`src/core/bccc_regs.svh`:
```
// Purpose: constants for the battery charge cycle controller
// Assumes: 100 MHz clock, timer counts are whole cycles
// Notes: offsets and layout of the wishbone register map
// What this block does
// - battery below low threshold at cycle start selects trickle at one eighth current
// - trickle keeps buck charger off and enables linear charger path
// - low battery over half an hour of trickle ends in bad-battery fault
// - battery above low threshold moves trickle to full constant current
// - at charge voltage hold constant voltage, start four or two hour timer
// - timer expiry stops charging until battery drops below recharge threshold
// - idle after termination, restart cycle when battery drops below recharge
// - below recharge while the constant voltage timer runs clears the timer count
// - below recharge acted on only after over 2.4 ms continuously
// - status pair encodes thermistor fault, charging, bad battery, one eighth reached
// - charge status low while charging, released at one eighth current
// - input current limit masks one eighth indication, charge status stays low
// - bad battery releases charge status and pulls fault low
// - thermistor fault pulls fault low and keeps charge status low
// - cold or hot comparator trip suspends charging until both clear
// - thermistor fault in constant voltage freezes the safety timer
// - grounded thermistor sense disables all temperature monitoring
// - charger off within 50 mV of rail, resume above 145 mV
// - synchronous rectifier enabled only while rail exceeds battery minus 200 mV
// - rectifier current above 8 A skips next two switching cycles
// - boost shut down while battery below 2.45 V
// - boost turns off both switches above 5.5 V output
// - charger disable holds charger off regardless of cycle state
`ifndef BCCC_REGS_SVH
`define BCCC_REGS_SVH
`define BCCC_CLK_MHZ 100
`define BCCC_RECHG_US 2400
`define BCCC_RECHG_CYC ((`BCCC_RECHG_US * `BCCC_CLK_MHZ) + 1)
`define BCCC_TRICKLE_S 1800
`define BCCC_LIION_S 14400
`define BCCC_LFP_S 7200
`define BCCC_CYC_PER_S 64'd100000000
`define BCCC_SKIP_CYC 2
`define BCCC_OFF_CTRL 32'h0000_0000
`define BCCC_OFF_STATUS 32'h0000_0004
`define BCCC_OFF_TIMER 32'h0000_0008
`define BCCC_OFF_DIV 32'h0000_000C
`define BCCC_CTRL_RST 8'h00
`define BCCC_DIV_RST 8'h2C
`define BCCC_CTRL_ILIM 0
`define BCCC_CTRL_BSTOFF 1
`endif

```
`src/core/bccc_pkg.sv`:
```
package bccc_pkg;
	typedef enum logic [2:0] {
		ST_IDLE = 3'b000,
		ST_TRICKLE = 3'b001,
		ST_CC = 3'b010,
		ST_CV = 3'b011,
		ST_DONE = 3'b100,
		ST_BAD = 3'b101
	} bccc_state_e;

	// comparator levels after synchronising
	typedef struct packed {
		logic below_low;
		logic at_charge_v;
		logic below_rechg;
		logic at_c8;
		logic ntc_cold;
		logic ntc_hot;
		logic ntc_grounded;
		logic diff_lt50;
		logic diff_gt145;
		logic sys_gt_bat_m200;
		logic sr_over_8a;
		logic bat_lt_245;
		logic out_gt_55;
		logic chem_sel;
		logic chg_dis;
	} bccc_cmp_s;

	typedef struct packed {
		logic buck_en;
		logic linear_en;
		logic trickle_cur;
		logic chg_low_oe;
		logic fault_low_oe;
		logic sr_en;
		logic main_sw_en;
	} bccc_drv_s;

	typedef struct packed {
		bccc_cmp_s s1;
		bccc_cmp_s s2;
		bccc_state_e st;
		logic [45:0] tmr;
		logic [17:0] rechg_cnt;
		logic uvlo;
		logic [1:0] skip;
		logic [1:0] sw_sync;
		logic sw_clk_prev;
		logic [7:0] ctrl;
		logic [7:0] div;
		logic ack;
		logic [31:0] dat;
		bccc_drv_s drv;
	} bccc_state_s;
endpackage

```
`src/core/bccc_ctrl.sv`:
```
// Purpose: charge cycle sequencer and boost gating with wishbone registers
// Assumes: comparator inputs asynchronous, one 100 MHz clock
// Notes: analog loops live outside; this only decides and drives enables
//
// Implementation choices: the register offsets and register access over Wishbone.
`timescale 1ns/10ps
`include "bccc_regs.svh"
module bccc_ctrl (
	// clock and reset
	input wire logic clock,
	input wire logic rst_n,
	// comparators and pins
	input wire bccc_pkg::bccc_cmp_s cmp_in,
	input wire logic sw_clk,
	// wishbone slave
	input wire logic wb_cyc_i,
	input wire logic wb_stb_i,
	input wire logic wb_we_i,
	input wire logic [31:0] wb_adr_i,
	input wire logic [31:0] wb_dat_i,
	input wire logic [3:0] wb_sel_i,
	output logic [31:0] wb_dat_o,
	output logic wb_ack_o,
	// power stage drives
	output bccc_pkg::bccc_drv_s drv,
	output logic boost_gate_en,
	output logic [2:0] state_out
);

function automatic logic [45:0] secs(input int s);
	logic [63:0] v;
	v = 64'(s) * `BCCC_CYC_PER_S;
	return v[45:0];
endfunction

bccc_pkg::bccc_state_s q, d;
logic ntc_fault, chg_allow, rechg_ok, cv_lim;
logic [45:0] cv_limit;
logic wb_req;

assign drv = q.drv;
assign wb_ack_o = q.ack;
assign wb_dat_o = q.dat;
assign state_out = q.st;
assign boost_gate_en = q.drv.main_sw_en;

always_comb begin
	d = q;
	// ------------------------------
	// synchronise
	// ------------------------------
	d.s1 = cmp_in;
	d.s2 = q.s1;
	// switching clock is a pin too, two flops before the edge detector
	d.sw_sync = {q.sw_sync[0], sw_clk};
	d.sw_clk_prev = q.sw_sync[1];

	ntc_fault = !q.s2.ntc_grounded && (q.s2.ntc_cold || q.s2.ntc_hot);
	// hysteresis lockout on rail to battery difference
	if (q.s2.diff_lt50)
		d.uvlo = 1'b1;
	else if (q.s2.diff_gt145)
		d.uvlo = 1'b0;
	chg_allow = !q.s2.chg_dis && !q.uvlo && !ntc_fault;

	// ------------------------------
	// recharge filter
	// ------------------------------
	if (!q.s2.below_rechg)
		d.rechg_cnt = '0;
	else if (q.rechg_cnt != 18'(`BCCC_RECHG_CYC))
		d.rechg_cnt = q.rechg_cnt + 18'd1;
	rechg_ok = (q.rechg_cnt == 18'(`BCCC_RECHG_CYC));

	cv_limit = q.s2.chem_sel ? secs(`BCCC_LIION_S) : secs(`BCCC_LFP_S);
	cv_lim = (q.tmr >= cv_limit);

	// ------------------------------
	// charge cycle
	// ------------------------------
	case (q.st)
	bccc_pkg::ST_IDLE: begin
		// wait for the synchronisers to hold real levels before choosing
		if (q.tmr < 46'd2) begin
			d.tmr = q.tmr + 46'd1;
		end else begin
			d.tmr = '0;
			if (q.s2.below_low)
				d.st = bccc_pkg::ST_TRICKLE;
			else
				d.st = bccc_pkg::ST_CC;
		end
	end
	bccc_pkg::ST_TRICKLE: begin
		if (!q.s2.below_low) begin
			d.st = bccc_pkg::ST_CC;
			d.tmr = '0;
		end else if (q.tmr >= secs(`BCCC_TRICKLE_S))
			d.st = bccc_pkg::ST_BAD;
		else if (chg_allow)
			d.tmr = q.tmr + 46'd1;
	end
	bccc_pkg::ST_CC: begin
		d.tmr = '0;
		if (q.s2.at_charge_v)
			d.st = bccc_pkg::ST_CV;
	end
	bccc_pkg::ST_CV: begin
		if (rechg_ok)
			d.tmr = '0;
		else if (cv_lim)
			d.st = bccc_pkg::ST_DONE;
		else if (chg_allow)
			d.tmr = q.tmr + 46'd1;
	end
	bccc_pkg::ST_DONE: begin
		d.tmr = '0;
		if (rechg_ok)
			d.st = bccc_pkg::ST_IDLE;
	end
	bccc_pkg::ST_BAD: d.tmr = '0;
	default: d.st = bccc_pkg::ST_IDLE;
	endcase

	// ------------------------------
	// charger drives and status
	// ------------------------------
	d.drv.trickle_cur = (q.st == bccc_pkg::ST_TRICKLE);
	d.drv.linear_en = (q.st == bccc_pkg::ST_TRICKLE) && chg_allow;
	d.drv.buck_en = (q.st == bccc_pkg::ST_CC || q.st == bccc_pkg::ST_CV) && chg_allow;
	case (q.st)
	bccc_pkg::ST_BAD: begin
		d.drv.chg_low_oe = 1'b0;
		d.drv.fault_low_oe = 1'b1;
	end
	bccc_pkg::ST_TRICKLE, bccc_pkg::ST_CC, bccc_pkg::ST_CV: begin
		// limit active masks the c/8 release
		d.drv.chg_low_oe = ntc_fault || !q.s2.at_c8 || q.ctrl[`BCCC_CTRL_ILIM];
		d.drv.fault_low_oe = ntc_fault;
	end
	default: begin
		d.drv.chg_low_oe = 1'b0;
		d.drv.fault_low_oe = 1'b0;
	end
	endcase

	// ------------------------------
	// boost gating
	// ------------------------------
	if (q.s2.sr_over_8a)
		d.skip = 2'(`BCCC_SKIP_CYC);
	else if (q.sw_sync[1] && !q.sw_clk_prev && q.skip != 2'd0)
		d.skip = q.skip - 2'd1;
	d.drv.main_sw_en = !q.ctrl[`BCCC_CTRL_BSTOFF] && !q.s2.bat_lt_245 && !q.s2.out_gt_55
		&& (q.skip == 2'd0) && !q.s2.sr_over_8a;
	d.drv.sr_en = d.drv.main_sw_en && q.s2.sys_gt_bat_m200;

	// ------------------------------
	// wishbone
	// ------------------------------
	wb_req = wb_cyc_i && wb_stb_i && !q.ack;
	d.ack = wb_req;
	if (wb_req) begin
		case (wb_adr_i)
		`BCCC_OFF_CTRL: begin
			d.dat = {24'h0, q.ctrl};
			if (wb_we_i && wb_sel_i[0])
				d.ctrl = wb_dat_i[7:0];
		end
		`BCCC_OFF_STATUS: d.dat = {23'h0, q.uvlo, ntc_fault, q.drv.chg_low_oe,
			q.drv.fault_low_oe, q.drv.buck_en, q.drv.linear_en, q.st};
		`BCCC_OFF_TIMER: d.dat = q.tmr[45:14];
		`BCCC_OFF_DIV: begin
			d.dat = {24'h0, q.div};
			if (wb_we_i && wb_sel_i[0])
				d.div = wb_dat_i[7:0];
		end
		default: d.dat = 32'h0000_0000;
		endcase
	end
end

always_ff @(posedge clock or negedge rst_n) begin
	if (!rst_n) begin
		q <= '0;
		q.st <= bccc_pkg::ST_IDLE;
		q.ctrl <= `BCCC_CTRL_RST;
		q.div <= `BCCC_DIV_RST;
	end else begin
		q <= d;
	end
end

endmodule

```
`config.mk`:
```
export PLATFORM = sky130hd
export DESIGN_NAME = bccc_ctrl
export DESIGN_NICKNAME = d
export VERILOG_FILES = /design/src/core/bccc_pkg.sv /design/src/core/bccc_ctrl.sv
export VERILOG_INCLUDE_DIRS = /design/src /design/src/core
export SDC_FILE = /design/constraint.sdc
export NUM_CORES = 1
export LEC_CHECK = 0
export ABC_AREA = 1
export BUFFER_PORTS_ARGS = -buffer_cell sky130_fd_sc_hd__buf_2
export CAP_MARGIN = 30
export CORE_MARGIN = 5
export CORE_UTILIZATION = 60
export CTS_BUF_LIST = sky130_fd_sc_hd__clkbuf_4 sky130_fd_sc_hd__clkbuf_8
export DETAILED_ROUTE_END_ITERATION = 16
export PLACE_DENSITY = 0.91
export SETUP_SLACK_MARGIN = 0.3
export SLEW_MARGIN = 40
export SYNTH_ARGS = -nofsm -noshare
export SYNTH_HDL_FRONTEND = slang
export SYNTH_SLANG_ARGS = --single-unit
```
`constraint.sdc`:
```
create_clock -name clock -period 2.8 [get_ports clock]
set_clock_uncertainty 0.05 [all_clocks]
set_input_delay 0.14 -clock clock [delete_from_list [all_inputs] [get_ports clock]]
set_output_delay 0.14 -clock clock [all_outputs]
set_load 0.005 [all_outputs]
```
==> results.yml <==
detailed_routing:
  dr_total_vias: 9846
  drc: 0
  wire_per_inst_um: 17.70
  vias_per_cell: 5.935
  antenna_left: 0
  wl_um: 29360
  drtIter0Drc: 1361
  first_pass_iters: 8
clock_tree:
  clk_pin_slew_worst_paths_ps: 90
  cts_sinks: 159
  cts_made_buffers: 17
  clk_path_buf_depth: 2
  cts_root_buf: "clkbuf_8"
  cts_tree: "built"
  insertion_delay_ps: 490
  htreeDepth: 4
synthesis:
  yosys_most_used_dff: "dfrtp_1"
  synth-edff-count: 0
  synthArstFlopShare_pct: 100.0
  synth_seq_cells: 159
  synthMuxAreaShare_pct: 0.1030
  synth_nets: 1465
  synth_top_family_by_area: "simple AND/OR/NAND/NOR gates"
  yosys.area_share.adder_pct: 2.704
  synth_compound_area_share_pct: 9.115
  synth_cell_type_count: 45
  syn-instance-count: 1355
  yosys_warnings: 0
  synthSimpleGateAreaFrac_pct: 33.99
  synth_xor_xnor_area_share_pct: 1.893
  syn_area_mm2: 0.009718
  avgSynthCellArea_um2: 7.172
  yosysSeqAreaShare_pct: 40.98
cells_and_area:
  design_area_mm2: 0.01117
  nFillCells: 1134
  num_antenna_cells: 0
  final_net_count: 1540
  area_growth_syn_to_layout_pct: 14.97
  final_common_cell: "nand2_1"
  final_cell_mix: "nand2_1, nor2_1, dfrtp_1, nand3_1, buf_2"
  drive_above_1_share_pct: 16.63
  finish.utilization_pct: 70.34
timing:
  hold_violations: 0
  rsz0062_at_grt: "true"
  min_period_over_period_pct: 90.19
  fin_setup_tns_ps: 0
  worst_pin_slew_ps: 744.0
  fmax_ghz: 0.3960
  min_period_ps: 2525
  setup-violations-final: 0
  slew_headroom_pct: 50.40
  drv_slew: 0
critical_path:
  critPathKind: "reg2reg"
  critPathLaunchType: "flop"
  critPathRequiredTime_ps: 3090
  end_kind: "flop"
  critPathArrivalTime_ps: 2820
  crit_fanout: 23
run_status:
  outcome: "finished, final reports clean"
pwr:
  ir_worst_vdd_uv: 334.8
  total_power_mw: 6.407
  p_leak_nw: 5.252
  power.density_mw_per_mm2: 573.4
global_routing:
  grt-busiest-layer: "met2"
  use_met1_pct: 37.29
  use_met3_pct: 5.917
  first_global_vias: 8780
  grt_max_degree: 93
  grt_pass1_wl_um: 43280
  grt_use_met2_pct: 47.52
  track_usage_pct: 29.44
  antenna_found_initial: 0
  grt_overflow: 0
floorplan:
  fp.dieH_um: 137.3
  initial_core_util_pct: 61.18
  fp.dieW_um: 137.3
  die_area_mm2: 0.01884
  fp.coreArea_mm2: 0.01589
  rows: 46
  pin_count: 133
worst_hold_path:
  hp-class: "in2reg"
placed_design:
  postPlaceCellArea_mm2: 0.01005
  routabilityCongestion: 0.9786
  hpwl_um: 18570
  io_buffer_count: 105
run:
  max_cap_viol_count: 0
-- registers in the layout (all words and copies together) (netlist names) --
name	cells
state_out	3
boost_gate_en	1
wb_ack_o	1
wb_dat_o	32
drv	6
q	99
d	17
-- critical path, stage by stage (launching register included) --
cell and delay (ps):
dfrtp_1 510, nor2_1 220, nand2_1 120, nor2_1 190, o21ai_0 110, nor2_1 270
nand2_1 150, a21oi_4 240, buf_4 350, a21boi_0 170
-- stage by stage --
step | hold slack (ps) | std cells | setup WS [ps]
after floorplan | -205.6 | 1355 | 696.9
after global placement | 193.6 | 1592 | 228.7
after detailed placement | 192.9 | 1592 | 114.4
after CTS | 2.163 | 1649 | 302.1
after global routing | 38.39 | 1659 | 186.7
final | 22.46 | 1659 | 274.8
-- path summary, 6_finish.rpt --
kind	startpoint	end	slack, ps	cells after the start
setup / recovery	q[121]	q[122]	270	9
hold / removal	wb_stb_i	wb_ack_o	20	4
setup reg to reg	q[121]	q[122]	270	9
hold reg to reg	d[132]	q[132]	290	0
max in group asynchronous	rst_n	q[42]	1690	3
min in group asynchronous	rst_n	wb_dat_o[27]	200	2
-- metal layers --
metal	share of wire, %	vias up
li1	-	4475
met1	37	4501
met2	47	723
met3	11	147
met4	5.1	0
met5	0	-
-- cells in the mapped netlist (5+ instances only) --
library cell	instances	area share, %
inv_1	103	4.0
o21ai_1	10	0.52
nand3b_1	5	0.39
buf_2	31	1.6
clkbuf_1	17	0.66
nor2_2	9	0.58
o31ai_1	17	1.3
a21oi_1	35	1.8
buf_6	9	1.0
nor3_1	24	1.2
inv_2	6	0.23
buf_4	44	3.4
nand3_1	119	6.1
nor2_1	173	6.7
nand3_2	5	0.52
o21ai_0	71	3.7
nand2_1	406	16
dfrtp_1	156	40
nand4_1	18	1.2
ha_1	21	2.7
xor2_1	17	1.5
nor4_1	5	0.32
-- power by group --
group	switching, mW	internal, mW
registers	0.203	2.43
clock network	1.01	0.931
logic	1.22	0.603
-- cells by family (layout without fill, tap and decap cells) --
family	Yosys count	count (layout)
compound gates	157	157
xor+xnor	21	21
fa+ha+maj	21	21
buf+inv	217	305
flops	159	159
mux	1	1
simple gates	779	779
-- cell type report --
type	count	area, um^2	share of cell area (%)
repair buffers	160	1145	10.25
well taps	216	270.3	2.419
clock buffers	17	234.0	2.094
multi-input cells	979	4893	43.80
flip-flops and latches	159	3984	35.66
clock inverters	15	219.0	1.960
inverters	113	427.9	3.830
-- repair_timing --
item | CTS | global route
endpoints found under the setup margin | 46 | 49
gates cloned | 0 | 4
pin swaps | 0 | 10
gates resized for setup | 2 | 55
endpoints found under the hold margin | 121 | 0
setup buffers | 0 | 6
hold buffers | 25 | 0
Note: power is estimated with default switching activity, not from simulation.
